File: src/verilog/cfg_bank_pkg.sv
package cfg_bank_pkg;

    // register addresses (9-bit register space)
    localparam logic [8:0] ADDR_PORT_FORMAT  = 9'h105;
    localparam logic [8:0] ADDR_HOST_PORT    = 9'h106;
    localparam logic [8:0] ADDR_FAULT_THRESH = 9'h107;
    localparam logic [8:0] ADDR_BUCK_PHASE   = 9'h108;
    localparam logic [8:0] ADDR_FB_RST_IRQ   = 9'h109;
    localparam logic [8:0] ADDR_AUTO_ONE     = 9'h10a;

    // field positions
    localparam int BIT_SELECT_SENSE   = 0;
    localparam int BIT_CLK_IDLE       = 1;
    localparam int BIT_LINK_TYPE      = 7;
    localparam int BIT_MAIN_HSM       = 6;
    localparam int BIT_MAIN_FMP       = 5;
    localparam int BIT_IRQ_POL        = 3;
    localparam int BIT_DRV_STYLE      = 2;
    localparam int BIT_DISCHARGE      = 2;
    localparam int BIT_CORE1_INV      = 3;
    localparam int BIT_FB2_STYLE      = 6;
    localparam int BIT_FORCE_RST      = 5;
    localparam int BIT_SECOND_HSM     = 4;
    localparam int BIT_SECOND_FMP     = 3;
    localparam int BIT_SYSEN_KEEP     = 2;
    localparam int BIT_IRQ_TIMING     = 1;

    // writable masks; bit 7 of the threshold register is reserved
    localparam logic [7:0] MASK_HOST_PORT_RW = 8'h7f;
    localparam logic [7:0] MASK_HOST_LOCKED  = 8'h6c;
    localparam logic [7:0] MASK_THRESH_RW    = 8'h7f;

    // reset values, loaded again from fuses by the otp load strobe
    localparam logic [7:0] RST_PORT_FORMAT  = 8'h00;
    localparam logic [7:0] RST_HOST_PORT    = 8'h00;
    localparam logic [7:0] RST_FAULT_THRESH = 8'h00;
    localparam logic [7:0] RST_BUCK_PHASE   = 8'h00;
    localparam logic [7:0] RST_FB_RST_IRQ   = 8'h00;
    localparam logic [7:0] RST_AUTO_ONE     = 8'h00;

    // comparator settings in millivolts
    localparam int HYST_BASE_MV   = 100;
    localparam int THRESH_BASE_MV = 2500;
    localparam int STEP_MV        = 50;

    typedef struct packed {
        logic       main_link_fast_continuous;
        logic       main_link_fastplus;
        logic       second_link_fast_continuous;
        logic       second_link_fastplus;
        logic       link_is_two_wire;
        logic       clock_idle_level;
        logic       select_sense_high;
    } link_cfg_t;

    typedef struct packed {
        logic [2:0] fault_hysteresis_code;
        logic [3:0] fault_threshold_code;
        logic [4:0] buck_phase_invert;
        logic       core2_phase_invert;
        logic       rail_active_discharge;
        logic [1:0] first_ldo_follow_select;
        logic [7:0] startup_auto;
        logic       system_enable_keep;
    } power_cfg_t;

endpackage
File: src/verilog/cfg_bank.sv
`timescale 1ns/100ps
module cfg_bank
    import cfg_bank_pkg::*;
(
    input  wire logic       i_core_clk,
    input  wire logic       i_rst,
    input  wire logic       i_wr_en,
    input  wire logic       i_rd_en,
    input  wire logic [8:0] i_addr,
    input  wire logic [7:0] i_wdata,
    output logic      [7:0] o_rdata,
    input  wire logic       i_application_lock_fuse,
    input  wire logic       i_otp_load,
    input  wire logic       i_otp_second_read,
    input  wire logic [7:0] i_otp_port_format,
    input  wire logic [7:0] i_otp_host_port,
    input  wire logic [7:0] i_otp_thresh,
    input  wire logic [7:0] i_otp_buck_phase,
    input  wire logic [7:0] i_otp_fb_rst_irq,
    input  wire logic [7:0] i_otp_auto_one,
    input  wire logic       i_irq_event,
    input  wire logic       i_low_power_mode,
    input  wire logic       i_reset_request,
    input  wire logic       i_power_good,
    output link_cfg_t       o_link_cfg,
    output power_cfg_t      o_power_cfg,
    output logic            o_interrupt_out,
    output logic            o_interrupt_out_oe,
    output logic            o_reset_out,
    output logic            o_reset_out_oe,
    output logic            o_feedback_two,
    output logic            o_feedback_two_oe
);

    logic [7:0] port_format_q, port_format_d;
    logic [7:0] host_port_q,   host_port_d;
    logic [7:0] thresh_q,      thresh_d;
    logic [7:0] buck_phase_q,  buck_phase_d;
    logic [7:0] fb_rst_irq_q,  fb_rst_irq_d;
    logic [7:0] auto_one_q,    auto_one_d;
    logic       irq_pend_q,    irq_pend_d;
    logic       irq_line;
    logic       reset_low_n;

    // merge write data into the writable bits only
    function automatic logic [7:0] merge(input logic [7:0] old_v,
                                         input logic [7:0] new_v,
                                         input logic [7:0] mask);
        merge = (old_v & ~mask) | (new_v & mask);
    endfunction

    // register next-state
    always_comb begin
        port_format_d = port_format_q;
        host_port_d   = host_port_q;
        thresh_d      = thresh_q;
        buck_phase_d  = buck_phase_q;
        fb_rst_irq_d  = fb_rst_irq_q;
        auto_one_d    = auto_one_q;
        if (i_otp_load) begin
            // fused image reloads everything, except a held system enable on the second read
            port_format_d = i_otp_port_format;
            host_port_d   = i_otp_host_port;
            thresh_d      = i_otp_thresh & MASK_THRESH_RW;
            buck_phase_d  = i_otp_buck_phase;
            fb_rst_irq_d  = i_otp_fb_rst_irq;
            auto_one_d    = i_otp_auto_one;
            if (i_otp_second_read && fb_rst_irq_q[BIT_SYSEN_KEEP]) begin
                fb_rst_irq_d[BIT_SYSEN_KEEP] = 1'b1;
            end
        end else if (i_wr_en) begin
            unique case (i_addr)
                ADDR_PORT_FORMAT: begin
                    // read-only to the host once fused; unlocked parts
                    // accept the format bits
                    if (!i_application_lock_fuse) begin
                        port_format_d = i_wdata;
                    end
                end
                ADDR_HOST_PORT: begin
                    // locked parts keep link type and format fixed, silently
                    host_port_d = merge(host_port_q, i_wdata,
                        i_application_lock_fuse ? MASK_HOST_LOCKED
                            : MASK_HOST_PORT_RW);
                    if (!i_application_lock_fuse) begin
                        host_port_d[BIT_LINK_TYPE] = i_wdata[BIT_LINK_TYPE];
                    end
                end
                ADDR_FAULT_THRESH: thresh_d = merge(thresh_q, i_wdata,
                                                    MASK_THRESH_RW);
                ADDR_BUCK_PHASE:   buck_phase_d = i_wdata;
                ADDR_FB_RST_IRQ:   fb_rst_irq_d = i_wdata;
                ADDR_AUTO_ONE:     auto_one_d   = i_wdata;
                default: ;
            endcase
        end
    end

    always_ff @(posedge i_core_clk) begin
        if (i_rst) begin
            port_format_q <= RST_PORT_FORMAT;
            host_port_q   <= RST_HOST_PORT;
            thresh_q      <= RST_FAULT_THRESH;
            buck_phase_q  <= RST_BUCK_PHASE;
            fb_rst_irq_q  <= RST_FB_RST_IRQ;
            auto_one_q    <= RST_AUTO_ONE;
        end else begin
            port_format_q <= port_format_d;
            host_port_q   <= host_port_d;
            thresh_q      <= thresh_d;
            buck_phase_q  <= buck_phase_d;
            fb_rst_irq_q  <= fb_rst_irq_d;
            auto_one_q    <= auto_one_d;
        end
    end

    // read data, registered; unmapped addresses read zero
    logic [7:0] rdata_d;
    always_comb begin
        unique case (i_addr)
            ADDR_PORT_FORMAT:  rdata_d = port_format_q;
            ADDR_HOST_PORT:    rdata_d = host_port_q;
            ADDR_FAULT_THRESH: rdata_d = thresh_q;
            ADDR_BUCK_PHASE:   rdata_d = buck_phase_q;
            ADDR_FB_RST_IRQ:   rdata_d = fb_rst_irq_q;
            ADDR_AUTO_ONE:     rdata_d = auto_one_q;
            default:           rdata_d = 8'h00;
        endcase
    end

    always_ff @(posedge i_core_clk) begin
        if (i_rst) begin
            o_rdata <= 8'h00;
        end else if (i_rd_en) begin
            o_rdata <= rdata_d;
        end
    end

    // configuration fan-out
    always_comb begin
        o_link_cfg.link_is_two_wire =
            host_port_q[BIT_LINK_TYPE];
        o_link_cfg.main_link_fast_continuous =
            host_port_q[BIT_MAIN_HSM];
        o_link_cfg.main_link_fastplus =
            host_port_q[BIT_MAIN_FMP];
        o_link_cfg.clock_idle_level =
            port_format_q[BIT_CLK_IDLE];
        o_link_cfg.select_sense_high =
            port_format_q[BIT_SELECT_SENSE];
        o_link_cfg.second_link_fast_continuous =
            fb_rst_irq_q[BIT_SECOND_HSM];
        o_link_cfg.second_link_fastplus =
            fb_rst_irq_q[BIT_SECOND_FMP];
        o_power_cfg.fault_hysteresis_code = thresh_q[6:4];
        o_power_cfg.fault_threshold_code  = thresh_q[3:0];
        o_power_cfg.buck_phase_invert     = buck_phase_q[7:3];
        // core two is always opposite core one
        o_power_cfg.core2_phase_invert =
            ~buck_phase_q[BIT_CORE1_INV];
        o_power_cfg.rail_active_discharge =
            buck_phase_q[BIT_DISCHARGE];
        o_power_cfg.first_ldo_follow_select =
            buck_phase_q[1:0];
        o_power_cfg.startup_auto = auto_one_q;
        o_power_cfg.system_enable_keep = fb_rst_irq_q[BIT_SYSEN_KEEP];
    end

    // events in low-power modes are masked, not held for active mode, when deferral is set
    always_comb begin
        irq_pend_d = i_irq_event;
        if (fb_rst_irq_q[BIT_IRQ_TIMING] && i_low_power_mode) begin
            irq_pend_d = 1'b0;
        end
    end

    always_ff @(posedge i_core_clk) begin
        if (i_rst) begin
            irq_pend_q <= 1'b0;
        end else begin
            irq_pend_q <= irq_pend_d;
        end
    end

    assign irq_line = irq_pend_q;

    // reset output is low-active; push-pull drives both levels,
    // open drain only pulls low
    assign reset_low_n = ~(i_reset_request |
                           fb_rst_irq_q[BIT_FORCE_RST]);
    always_comb begin
        o_reset_out    = reset_low_n;
        o_reset_out_oe = host_port_q[BIT_DRV_STYLE] ? ~reset_low_n
                                                    : 1'b1;
        o_interrupt_out = host_port_q[BIT_IRQ_POL] ? irq_line
                                                   : ~irq_line;
        // open drain only ever pulls low
        o_interrupt_out_oe = host_port_q[BIT_DRV_STYLE]
                           ? ~o_interrupt_out : 1'b1;
        o_feedback_two    = fb_rst_irq_q[BIT_FB2_STYLE] ? i_power_good
                                                        : ~i_power_good;
        o_feedback_two_oe = fb_rst_irq_q[BIT_FB2_STYLE]
                          ? ~o_feedback_two : 1'b1;
    end

    property p_force_reset;
        @(posedge i_core_clk) disable iff (i_rst)
        fb_rst_irq_q[BIT_FORCE_RST] |-> !o_reset_out && o_reset_out_oe;
    endproperty
    a_force_reset: assert property (p_force_reset)
        else $error("forced reset not driven low");

    property p_lock_port;
        @(posedge i_core_clk) disable iff (i_rst)
        i_application_lock_fuse && !i_otp_load |=> $stable(port_format_q);
    endproperty
    a_lock_port: assert property (p_lock_port)
        else $error("locked format register changed");

    property p_lock_type;
        @(posedge i_core_clk) disable iff (i_rst)
        i_application_lock_fuse && !i_otp_load |=>
            $stable(host_port_q[BIT_LINK_TYPE]);
    endproperty
    a_lock_type: assert property (p_lock_type)
        else $error("locked link type changed");

    property p_core2_opposite;
        @(posedge i_core_clk) disable iff (i_rst)
        o_power_cfg.core2_phase_invert != buck_phase_q[BIT_CORE1_INV];
    endproperty
    a_core2_opposite: assert property (p_core2_opposite)
        else $error("core bucks share a phase");

    property p_irq_defer;
        @(posedge i_core_clk) disable iff (i_rst)
        fb_rst_irq_q[BIT_IRQ_TIMING] && i_low_power_mode
            |=> !irq_pend_q;
    endproperty
    a_irq_defer: assert property (p_irq_defer)
        else $error("interrupt raised during low power");

    property p_irq_now;
        @(posedge i_core_clk) disable iff (i_rst)
        i_irq_event && !fb_rst_irq_q[BIT_IRQ_TIMING] |=>
            o_interrupt_out == host_port_q[BIT_IRQ_POL];
    endproperty
    a_irq_now: assert property (p_irq_now)
        else $error("interrupt level wrong");

    property p_open_drain;
        @(posedge i_core_clk) disable iff (i_rst)
        host_port_q[BIT_DRV_STYLE] |-> !(o_interrupt_out_oe && o_interrupt_out)
            && !(o_reset_out_oe && o_reset_out);
    endproperty
    a_open_drain: assert property (p_open_drain)
        else $error("open drain output drove high");

    property p_thresh_write;
        @(posedge i_core_clk) disable iff (i_rst)
        i_wr_en && !i_otp_load && i_addr == ADDR_FAULT_THRESH |=>
            o_power_cfg.fault_threshold_code == $past(i_wdata[3:0]) &&
            !thresh_q[7];
    endproperty
    a_thresh_write: assert property (p_thresh_write)
        else $error("threshold write not taken");

    property p_lock_supply;
        @(posedge i_core_clk) disable iff (i_rst)
        i_application_lock_fuse && !i_otp_load |=>
            (host_port_q & ~MASK_HOST_LOCKED) ==
            ($past(host_port_q) & ~MASK_HOST_LOCKED);
    endproperty
    a_lock_supply: assert property (p_lock_supply)
        else $error("locked host port bit changed");

    property p_push_pull;
        @(posedge i_core_clk) disable iff (i_rst)
        !host_port_q[BIT_DRV_STYLE] |-> o_interrupt_out_oe && o_reset_out_oe;
    endproperty
    a_push_pull: assert property (p_push_pull)
        else $error("push-pull output not driven");

    property p_otp_reload;
        @(posedge i_core_clk) disable iff (i_rst)
        i_otp_load && !i_otp_second_read |=>
            fb_rst_irq_q == $past(i_otp_fb_rst_irq);
    endproperty
    a_otp_reload: assert property (p_otp_reload)
        else $error("first fuse read not loaded");

    property p_auto_write;
        @(posedge i_core_clk) disable iff (i_rst)
        i_wr_en && !i_otp_load && i_addr == ADDR_AUTO_ONE |=>
            o_power_cfg.startup_auto == $past(i_wdata);
    endproperty
    a_auto_write: assert property (p_auto_write)
        else $error("startup auto write not taken");

endmodule

File: config.mk
export PLATFORM = sky130hd
export DESIGN_NAME = cfg_bank
export DESIGN_NICKNAME = d
export VERILOG_FILES = /design/src/verilog/cfg_bank_pkg.sv /design/src/verilog/cfg_bank.sv
export SDC_FILE = /design/constraint.sdc
export NUM_CORES = 1
export LEC_CHECK = 0
export BUFFER_PORTS_ARGS = -buffer_cell sky130_fd_sc_hd__buf_2
export CAP_MARGIN = 25
export CORE_MARGIN = 4
export CORE_UTILIZATION = 40
export DETAILED_ROUTE_END_ITERATION = 12
export HOLD_SLACK_MARGIN = 0.1
export PLACE_DENSITY = 0.65
export SLEW_MARGIN = 20
export SYNTH_ARGS = -nofsm -noshare
export SYNTH_HDL_FRONTEND = slang
export SYNTH_SLANG_ARGS = --single-unit
File: constraint.sdc
create_clock -name i_core_clk -period 2.5 [get_ports i_core_clk]
set_input_delay 0.625 -clock i_core_clk [delete_from_list [all_inputs] [get_ports i_core_clk]]
set_output_delay 0.625 -clock i_core_clk [all_outputs]
set_load 0.03 [all_outputs]
-- Word-level counts from Yosys, hierarchy flattened
Cells that the tools add are included.
- flip-flop bits (word level): 57
- bits in latches: 0
- bits in writable memories: 0
- memory bits (read-only): 0
- input port bits: 76
- output and inout bits: 46
- logic and storage cells: 74
- memories: 0
- add/sub/neg operators: 0
- multiply operators: 0
- divide/modulo/power cells: 0
- $lt $le $gt $ge: 0
- equality and inequality tests: 7
- shift-type cells: 0
- muxes and demuxes: 28
- bitwise operators: 12
- reductions and logical operators: 18
- operators with widths (operator ; number):
    $mux W8 ; 16
    $eq A9 B9 Y1 const B ; 6
    $pmux W8 S6 ; 1
    $mux W7 ; 3
    $reduce_bool A2 Y1 ; 7
    $reduce_and A2 Y1 ; 6
    $and A8 B7 Y8 ; 1
    $and A8 B8 Y8 ; 1
    $not A7 Y8 ; 1
    $or A8 B7 Y8 ; 1
    $or A8 B8 Y8 ; 1
    $mux W1 ; 7
    $not A1 Y1 ; 6
    $mux W5 ; 1
    $reduce_or A2 Y1 ; 2
    $reduce_and A3 Y1 ; 1
    $logic_and A1 B1 Y1 ; 2
    $ne A2 B1 Y1 const B ; 1
    $or A1 B1 Y1 ; 1

-- Depth between registers and ports, before layout
Gate-level depths: netlist (run 1).
- depth in word-level cells: 8
- gate-level depth with buffers: 6
- gate-level depth less buffers: 4

-- Least setup slack after synthesis (run 1)
Ideal clock, no wire load.
- kind: input to output
- from: in i_reset_request
- to: out o_reset_out_oe
- arrival: 1394 ps
- data required time: 1875 ps
- slack: 481 ps
- stages on the path: 2
- path buffers: 0
- path through: nor2_1 -> nand2_1
- word-level cells in the longest chain between the ends: 2
- RTL lines (item ; line ; RTL):
    from (decl) ; cfg_bank.sv:23 ; input wire logic i_reset_request,
    $or A1 B1 Y1 ; cfg_bank.sv:189 ; assign reset_low_n = ~(i_reset_request |
    $mux W1 ; cfg_bank.sv:193 ; o_reset_out_oe = host_port_q[BIT_DRV_STYLE] ? ~reset_low_n
    to (decl) ; cfg_bank.sv:30 ; output logic o_reset_out_oe,
No other way between the ends.

-- Worst setup path in the final report (run 1)
- from: in i_addr[6]
- to: reg thresh_q[1]
- word-level cells in the longest chain between the ends: 3
- RTL lines (item ; line ; RTL):
    from (decl) ; cfg_bank.sv:9 ; input wire logic [8:0] i_addr,
    $eq A9 B9 Y1 ; cfg_bank.sv:72 ; unique case (i_addr)
    $reduce_bool A2 Y1 (no source line) ; n/a ;
    $reduce_and A2 Y1 (no source line) ; n/a ;
    to (signal assigned) ; cfg_bank.sv:110 ; thresh_q <= thresh_d;
    to (decl) ; cfg_bank.sv:37 ; logic [7:0] thresh_q, thresh_d;
No other way between the ends.
A chain may end at the register's enable or synchronous reset.

==> metrics, run 1 <==
Worst-Skew Late Latency=about 0.31 ns; max-cap violations=0; Remaining DRCs=0; Core Footprint=around 8000 sq um; Setup CP Type=in2reg; Total GRT Usage=0.2124; synthesized instance count=around 390; Lkg Pwr=between 0.0015 and 0.002 uW; Mapped Area=~3200 sq um; gp weighted congestion=0.8919; Sink Count=56; post-DR vias/cell=about 5.7; initial DRC count=roughly 230; Seq/Total Area, Yosys=0.3466; Critical Path Fanout Max=11; Resized cells post-CTS=0; final antenna-violating net count=0; Final Hold Vio Count=0; Least-Margin Pin Slew=around 0.63 ns; share of synthesized registers carrying an async set or reset=0; Post-synth EDFFs=0; port bufs=120; syn_area_per_cell=8.357 sq um; root buf cell=clkbuf_8; worst hold path type=reg2reg; CP Launch Type=input pin; Antenna diodes=0; r2r endpoint=o_rdata[2]; Distinct cells, synth=44; r2r startpoint=host_port_q[2]; CTS buffer count=5; H-tree depth=2; Slowest cell on crit path=and4bb_1; drt pass-1 iters=5; outcome=finished, final reports clean; number of global-route vias before repair=roughly 3,200; Vias=~3,400; Worst Path Arrival=2.24 ns; YS warnings=0; starting density of the core=0.4143; Final Setup Violations=0; clock-pin slew on the worst setup and hold paths=about 0.090 ns; Synth Register Bits=56; first-pass GRT wire length=about 17,000 um; Nets=between 500 and 600; initial antenna violation count=0; CTS tree=done; post-place instance area=3849 sq um; share of layout cells above drive strength 1=0.3464; synthesis-to-layout area growth=21.39%; Worst Clk Skew=0.005432 ns; R2R cell count=4; Pwr Density=about 500 nW/um^2; Die Width=approximately 98 um; Peak supply drop=~0.19 mV; max_slew headroom=0.5782; Die Y=~98 um; final WL=approximately 11,000 um; I/O pins=122; hold wc startpoint=port_format_q[6]; Primary FF master, synth=dfxtp_1; design area=between 3000 and 4000 sq um; largest net degree at the start of global routing=81; fmax=just under 500 MHz; reg2reg setup slack=approximately 0.99 ns; crit path cell chain=buf_2, and4bb_1, and2_1, a31oi_1, a221oi_2; Critical Path Max Stage Delay=roughly 0.54 ns; critical path endpoint category=flop; Sum Neg Setup Slack=0 ns; commonest cells after routing, fill and taps aside=buf_2 (120), dfxtp_1 (56), nand2_1 (52); Worst Hold End=port_format_q[6]; worst-case clock buffer depth=2; number of setup buffers added after CTS=0; unrepaired setup endpoints after global routing=false; commonest non-fill, non-tap cell in the layout=buf_2; row count=32; hold depth=2; WL per Instance=between 15 and 20 um; FILL cells=771; die area=about 9600 sq um; Final Max Tran Viols=0; hold_buf cts=0; DP HPWL=7941 um; fin crit period=2.015 ns; crit share post-route=0.8060; WP data required=2.72 ns; GR Overflow Total=0; post-synth net total=about 460
[cell type report]
class,count,area [sq um],area share
tap,102,127.6,0.03250
timing repair buffer,131,695.7,0.1772
clock inverter,1,5.005,0.001275
sequential,56,1121,0.2855
clock buffer,6,72.57,0.01848
multi-input combinational,252,1758,0.4477
inverter,39,146.4,0.03728
[critical path, delay by kind of cell]
| family | cells | cell delay (ns) |
|---|---|---|
| and+or+nand+nor | 2 | 1.04 |
| AOI/OAI and AO/OA | 2 | 0.47 |
| buffers and inverters | 1 | 0.10 |
[worst max path at each step]
stage,slack (ns),cells after the start,from,to
after floorplan,0.48,2,i_reset_request,o_reset_out_oe
after global placement,0.28,5,i_addr[6],thresh_q[0]
after detailed placement,0.20,5,i_addr[6],thresh_q[1]
after CTS,0.52,5,i_addr[6],thresh_q[1]
after global routing,0.36,5,i_addr[6],thresh_q[1]
final,0.49,5,i_addr[6],thresh_q[1]
[registers in the layout, indices dropped and copies added (netlist names)]
register,cells
auto_one_q,8
o_rdata,8
fb_rst_irq_q,8
buck_phase_q,8
irq_line,1
port_format_q,8
host_port_q,8
thresh_q,7
[power by group]
group          internal [uW]  switching, uW  leakage [uW]
registers                946           43.8      0.000464
logic                    179            300       0.00128
clock network            192            289     0.0000410
total                   1320            633       0.00179
[per-layer routing]
| layer | vias to the layer above | part of all wire | GRT usage | wire length [um] |
|---|---|---|---|---|
| met1 | 1585 | 0.43 | 0.2815 | 4553 |
| met5 | - | 0 | 0 | 0 |
| met2 | 148 | 0.48 | 0.3518 | 5114 |
| li1 | 1615 | - | - | - |
| met3 | 16 | 0.075 | 0.03643 | 806 |
| met4 | 0 | 0.020 | 0.06709 | 212 |
[cell usage after synthesis, types with 6 or more instances]
cell type,number,share of area
clkbuf_1,16,0.019
a311oi_1,6,0.016
buf_4,10,0.023
buf_2,11,0.017
inv_1,39,0.045
nor4_1,8,0.015
nor3_1,16,0.025
a221oi_2,20,0.093
a221oi_1,19,0.051
a31oi_1,30,0.058
mux2i_1,8,0.025
dfxtp_1,56,0.35
nand2_1,52,0.060
and2_1,6,0.012
nor2_1,26,0.030
o21ai_0,7,0.011
nor2b_1,7,0.014
[kinds of logic (layout without fill, tap and decap cells)]
group / after synthesis / in the layout / synth area share
flip-flops: 56 / 56 / 0.3466
XOR/XNOR: 1 / 1 / 0.002708
AO/OA/AOI/OAI: 104 / 104 / 0.2839
adder cells (fa/ha/maj): 1 / 1 / 0.003868
AND/OR/NAND/NOR: 134 / 134 / 0.2143
buffers and inverters: 79 / 177 / 0.1099
multiplexers: 12 / 12 / 0.03868
[through the flow]
step	power (uW)	worst slack, ns	hold slack [ns]	utilization	std cells
global placement	1478	0.2779	0.4432	0.4929	580
finish	1950	0.4850	0.4711	0.5029	587
CTS	1962	0.5158	0.4746	0.5029	587
detailed placement	1487	0.1989	0.4612	0.4929	580
floorplan	1311	0.4812	0.4304	-	387
global route	2031	0.3575	0.4784	0.5029	587
Power figures use the tool's default switching activity.
==> run 2: changes to the inputs <==
- PLACE_DENSITY: 0.65 -> 0.68
- clock period: 2.5 -> 1.7 ns (I/O delays scaled with it)
==> metrics, run 2 (synthesis results as in run 1) <==
outcome=finished, final reports clean; commonest non-fill, non-tap cell in the layout=buf_2; setup slack after placement=-0.1014 ns; Worst-Skew Late Latency=approximately 0.31 ns; hold depth=2; post-DR vias/cell=around 5.6; DRT met1 WL=approximately 4700 um; I/O pins=about 120; crit path launch=host_port_q[3]; Final Setup Violations=0; CTS tree=done; CTS buffer count=5; initial DRC count=roughly 170; Critical Path Max Stage Delay=about 0.44 ns; Hold WS=0.2872 ns; R2R cell count=4; Vias=around 3,400; crit path cell chain=xnor2_1, nand2_1, buf_2; Worst Clk Skew=between 0.002 and 0.003 ns; WP data required=approximately 1.3 ns; Clk pwr share=0.261; row count=32; Worst Path Arrival=about 1.2 ns; worst hold path type=in2reg; synthesis-to-layout area growth=28.97%; GR Overflow Total=0; Final Max Tran Viols=0; Design Power=2967 uW; Total GRT Usage=0.2241; number of setup buffers added after CTS=0; H-tree depth=2; NetSw=951.5 uW; r2r endpoint=o_rdata[2]; reg2reg setup slack=0.25 ns; Worst Hold End=irq_line; Lkg Pwr=0.001931 uW; Core Footprint=slightly below 8000 sq um; final WL=approximately 11,000 um; cell-internal power=2015 uW; final antenna-violating net count=0; Peak supply drop=~0.37 mV; Slowest cell on crit path=dfxtp_1; fmax=633.9 MHz; PnR worst setup slack=approximately 0.12 ns; hold_buf cts=0; Die Width=approximately 98 um; drt pass-1 iters=5; starting density of the core=0.4143; Setup CP Type=reg2out; worst-case clock buffer depth=2; Cells after DPL=a little over 600; Least-Margin Pin Slew=approximately 0.47 ns; DP HPWL=~8400 um; met2 WL=about 5000 um; hold wc startpoint=i_low_power_mode; part of the power in registers=0.491; max-cap violations=0; gp weighted congestion=0.9364; share of layout cells above drive strength 1=0.3789; unrepaired setup endpoints after global routing=false; Antenna diodes=0; die area=around 9600 sq um; Die Y=97.92 um; port bufs=120; uppermost layer routed=met4; crit share post-route=0.9280; post-route non-filler standard cell count=approximately 610; WL met3=798 um; Remaining DRCs=0; WL per Instance=17.59 um; commonest cells after routing, fill and taps aside=buf_2 (120), dfxtp_1 (56), nand2_1 (52); Sink Count=between 50 and 60; number of global-route vias before repair=around 3,400; clock-pin slew on the worst setup and hold paths=around 0.1 ns; fin crit period=1.578 ns; critical path endpoint category=primary output; Nets=588; Pwr Density=roughly 700 nW/um^2; first-pass GRT wire length=17,420 um; r2r startpoint=host_port_q[2]; initial antenna violation count=0; Resized cells post-CTS=0; root buf cell=clkbuf_8; largest net degree at the start of global routing=47; sw frac=0.3207; max_slew headroom=0.6849; Final Hold Vio Count=0; power share of the combinational group=0.248; Critical Path Fanout Max=3; CP Launch Type=flop
run 2: cell types whose count changed in the layout (fill, tap and decap cells not counted), sizes merged:
cell	before	now
clkinv	1	0
clkbuf	6	8
buf	131	157
run 2: routing by layer:
layer / up-vias / global-route usage
met5: - / 0
met4: 0 / 0.07561
met3: 20 / 0.04500
met2: 154 / 0.3696
met1: 1605 / 0.2924
li1: 1664 / -
run 2: layout make-up:
type                            instances  area, sq um
Clock buffer                            8        90.09
Fill cell                             787         3636
Inverter                               39        146.4
Multi-Input combinational cell        252         1758
Sequential cell                        56         1121
Tap cell                              102        127.6
Timing Repair Buffer                  157        928.4
run 2: worst max-delay path, delay by kind of cell (launching register included):
kind                      cells  cell delay (ns)
DFF                           1             0.44
buffers and inverters         1             0.17
xor gates and xnor gates      1             0.16
and+or+nand+nor               1             0.07
run 2: through the flow:
step	area (sq um)	utilization	setup TNS [ns]
floorplan	3234	-	0
global placement	4081	0.5228	-0.4995
detailed placement	4081	0.5228	-1.763
CTS	4172	0.5343	0
global route	4172	0.5343	0
finish	4172	0.5343	0
run 2: worst max-delay path by stage:
stage / end
after floorplan: o_interrupt_out_oe
after global placement: auto_one_q[0]
after detailed placement: auto_one_q[7]
after CTS: o_interrupt_out_oe
after global routing: o_interrupt_out_oe
final: o_interrupt_out_oe
run 2: power groups by stage:
stage	Combinational, uW	Clock (uW)	Sequential, uW
2_1_floorplan	388	0	1540
3_3_place_gp	719	0	1480
3_5_place_dp	733	0	1490
4_1_cts	736	782	1460
5_1_grt	798	820	1470
6_report	737	773	1460
==> run 3: changes to the inputs <==
- CORE_UTILIZATION: 40 -> 45
- PLACE_DENSITY: 0.68 -> 0.75
==> metrics, run 3 (synthesis results as in run 1) <==
outcome=finished, final reports clean; crit path cell chain=ha_1, inv_1, buf_2; Critical Path Max Stage Delay=around 0.34 ns; max_slew headroom=0.6526; WP data required=~1.3 ns; r2r endpoint=o_rdata[2]; R2R cell count=4; Die Y=approximately 90 um; Worst Path Arrival=about 1.2 ns; post-place instance area=~4200 sq um; Design Power=between 2000 and 3000 uW; Pwr Density=between 600 and 700 nW/um^2; CP Launch Type=flop; design area=between 4000 and 5000 sq um; largest net degree at the start of global routing=48; Final Util=0.6174; Seq. cell area=around 1100 sq um; Die Width=between 90 and 100 um; initial antenna violation count=0; synthesis-to-layout area growth=31.84%; number of setup buffers added after CTS=0; Setup CP Type=reg2out; commonest cells after routing, fill and taps aside=buf_2 (120), dfxtp_1 (56), nand2_1 (52); Sum Neg Setup Slack=0 ns; max-cap violations=0; Final Max Tran Viols=0; Total GRT Usage=0.2500; I/O pins=122; hold wc startpoint=i_low_power_mode; post-DR vias/cell=5.778; Core Footprint=about 6900 sq um; port bufs=between 100 and 150; Vias=approximately 3,600; CTS tree=done; DP HPWL=just over 8000 um; Resized cells post-CTS=0; Antenna diodes=0; drt pass-1 iters=5; r2r startpoint=host_port_q[2]; crit path launch=fb_rst_irq_q[6]; CTS buffer count=5; unrepaired setup endpoints after global routing=false; WL per Instance=between 15 and 20 um; Worst Clk Skew=between 0.007 and 0.008 ns; initial DRC count=roughly 200; fmax=approximately 640 MHz; Critical Path Fanout Max=3; Cells after DPL=between 600 and 700; row count=30; clock-pin slew on the worst setup and hold paths=0.10 ns; critical path endpoint category=primary output; fin crit period=approximately 1.6 ns; CP endpoint=o_feedback_two; Nets=approximately 600; Peak supply drop=0.3244 mV; final WL=about 11,000 um; first-pass GRT wire length=between 15,000 and 20,000 um; number of global-route vias before repair=3,443; Worst-Skew Late Latency=around 0.31 ns; Final Setup Violations=0; crit share post-route=0.9248; H-tree depth=2; Least-Margin Pin Slew=between 0.5 and 0.6 ns; Remaining DRCs=0; Slowest cell on crit path=dfxtp_1; Lkg Pwr=~0.0020 uW; post-route non-filler standard cell count=roughly 600; Final Hold Vio Count=0; final antenna-violating net count=0; GR Overflow Total=0; starting density of the core=0.4683; share of layout cells above drive strength 1=0.3908; commonest non-fill, non-tap cell in the layout=buf_2; gp weighted congestion=0.9281; worst hold path type=in2reg; die area=around 8600 sq um; reg2reg setup slack=between 0.2 and 0.25 ns; hold depth=2; root buf cell=clkbuf_8; hold_buf cts=0; Multi-input gate area=roughly 1800 sq um; Sink Count=56; FILL cells=656; worst-case clock buffer depth=2
## run 3: cell count changes in the layout (fill, tap and decap cells not counted), sizes merged
| cell | previous run | this run |
|---|---|---|
| buf | 157 | 167 |
## run 3: how the worst min path moves through the flow
stage / endpoint / slack [ns]
2_1_floorplan: irq_line / 0.43
3_3_place_gp: port_format_q[6] / 0.45
3_5_place_dp: port_format_q[4] / 0.46
4_1_cts: irq_line / 0.29
5_1_grt: irq_line / 0.29
6_report: irq_line / 0.29
## run 3: metal layers
layer  up-vias  track usage  part of all wire  routed length [um]
li1       1686            -                 -                   -
met4         0       0.1160             0.037                 407
met3        32      0.03899             0.074                 800
met1      1667       0.3185              0.41                4506
met2       186       0.4127              0.47                5165
met5         -            0                 0                   0
## run 3: cell type report
cell class                      instances  area share
Tap cell                               96     0.02817
Sequential cell                        56      0.2629
Multi-Input combinational cell        252      0.4123
Inverter                               39     0.03433
Timing Repair Buffer                  167      0.2412
Clock buffer                            8     0.02113
## run 3: where the power goes
group,internal (uW),switching [uW],leakage (uW)
Clock,334,435,0.0000455
Combinational,302,454,0.00148
Sequential,1390,64.1,0.000464
Total,2030,953,0.00199
## run 3: metrics by stage
step	setup WS, ns	hold slack [ns]
6_report	0.1278	0.2873
5_1_grt	0.07066	0.2935
4_1_cts	0.1190	0.2890
3_5_place_dp	-0.1363	0.4602
3_3_place_gp	-0.06641	0.4549
2_1_floorplan	0.01827	0.4304
## run 3: critical path: cells and delay by family, from the launching register on
family	cells	cell delay (ns)
flip-flops	1	0.34
adder cells (fa/ha/maj)	1	0.27
buffers and inverters	2	0.23
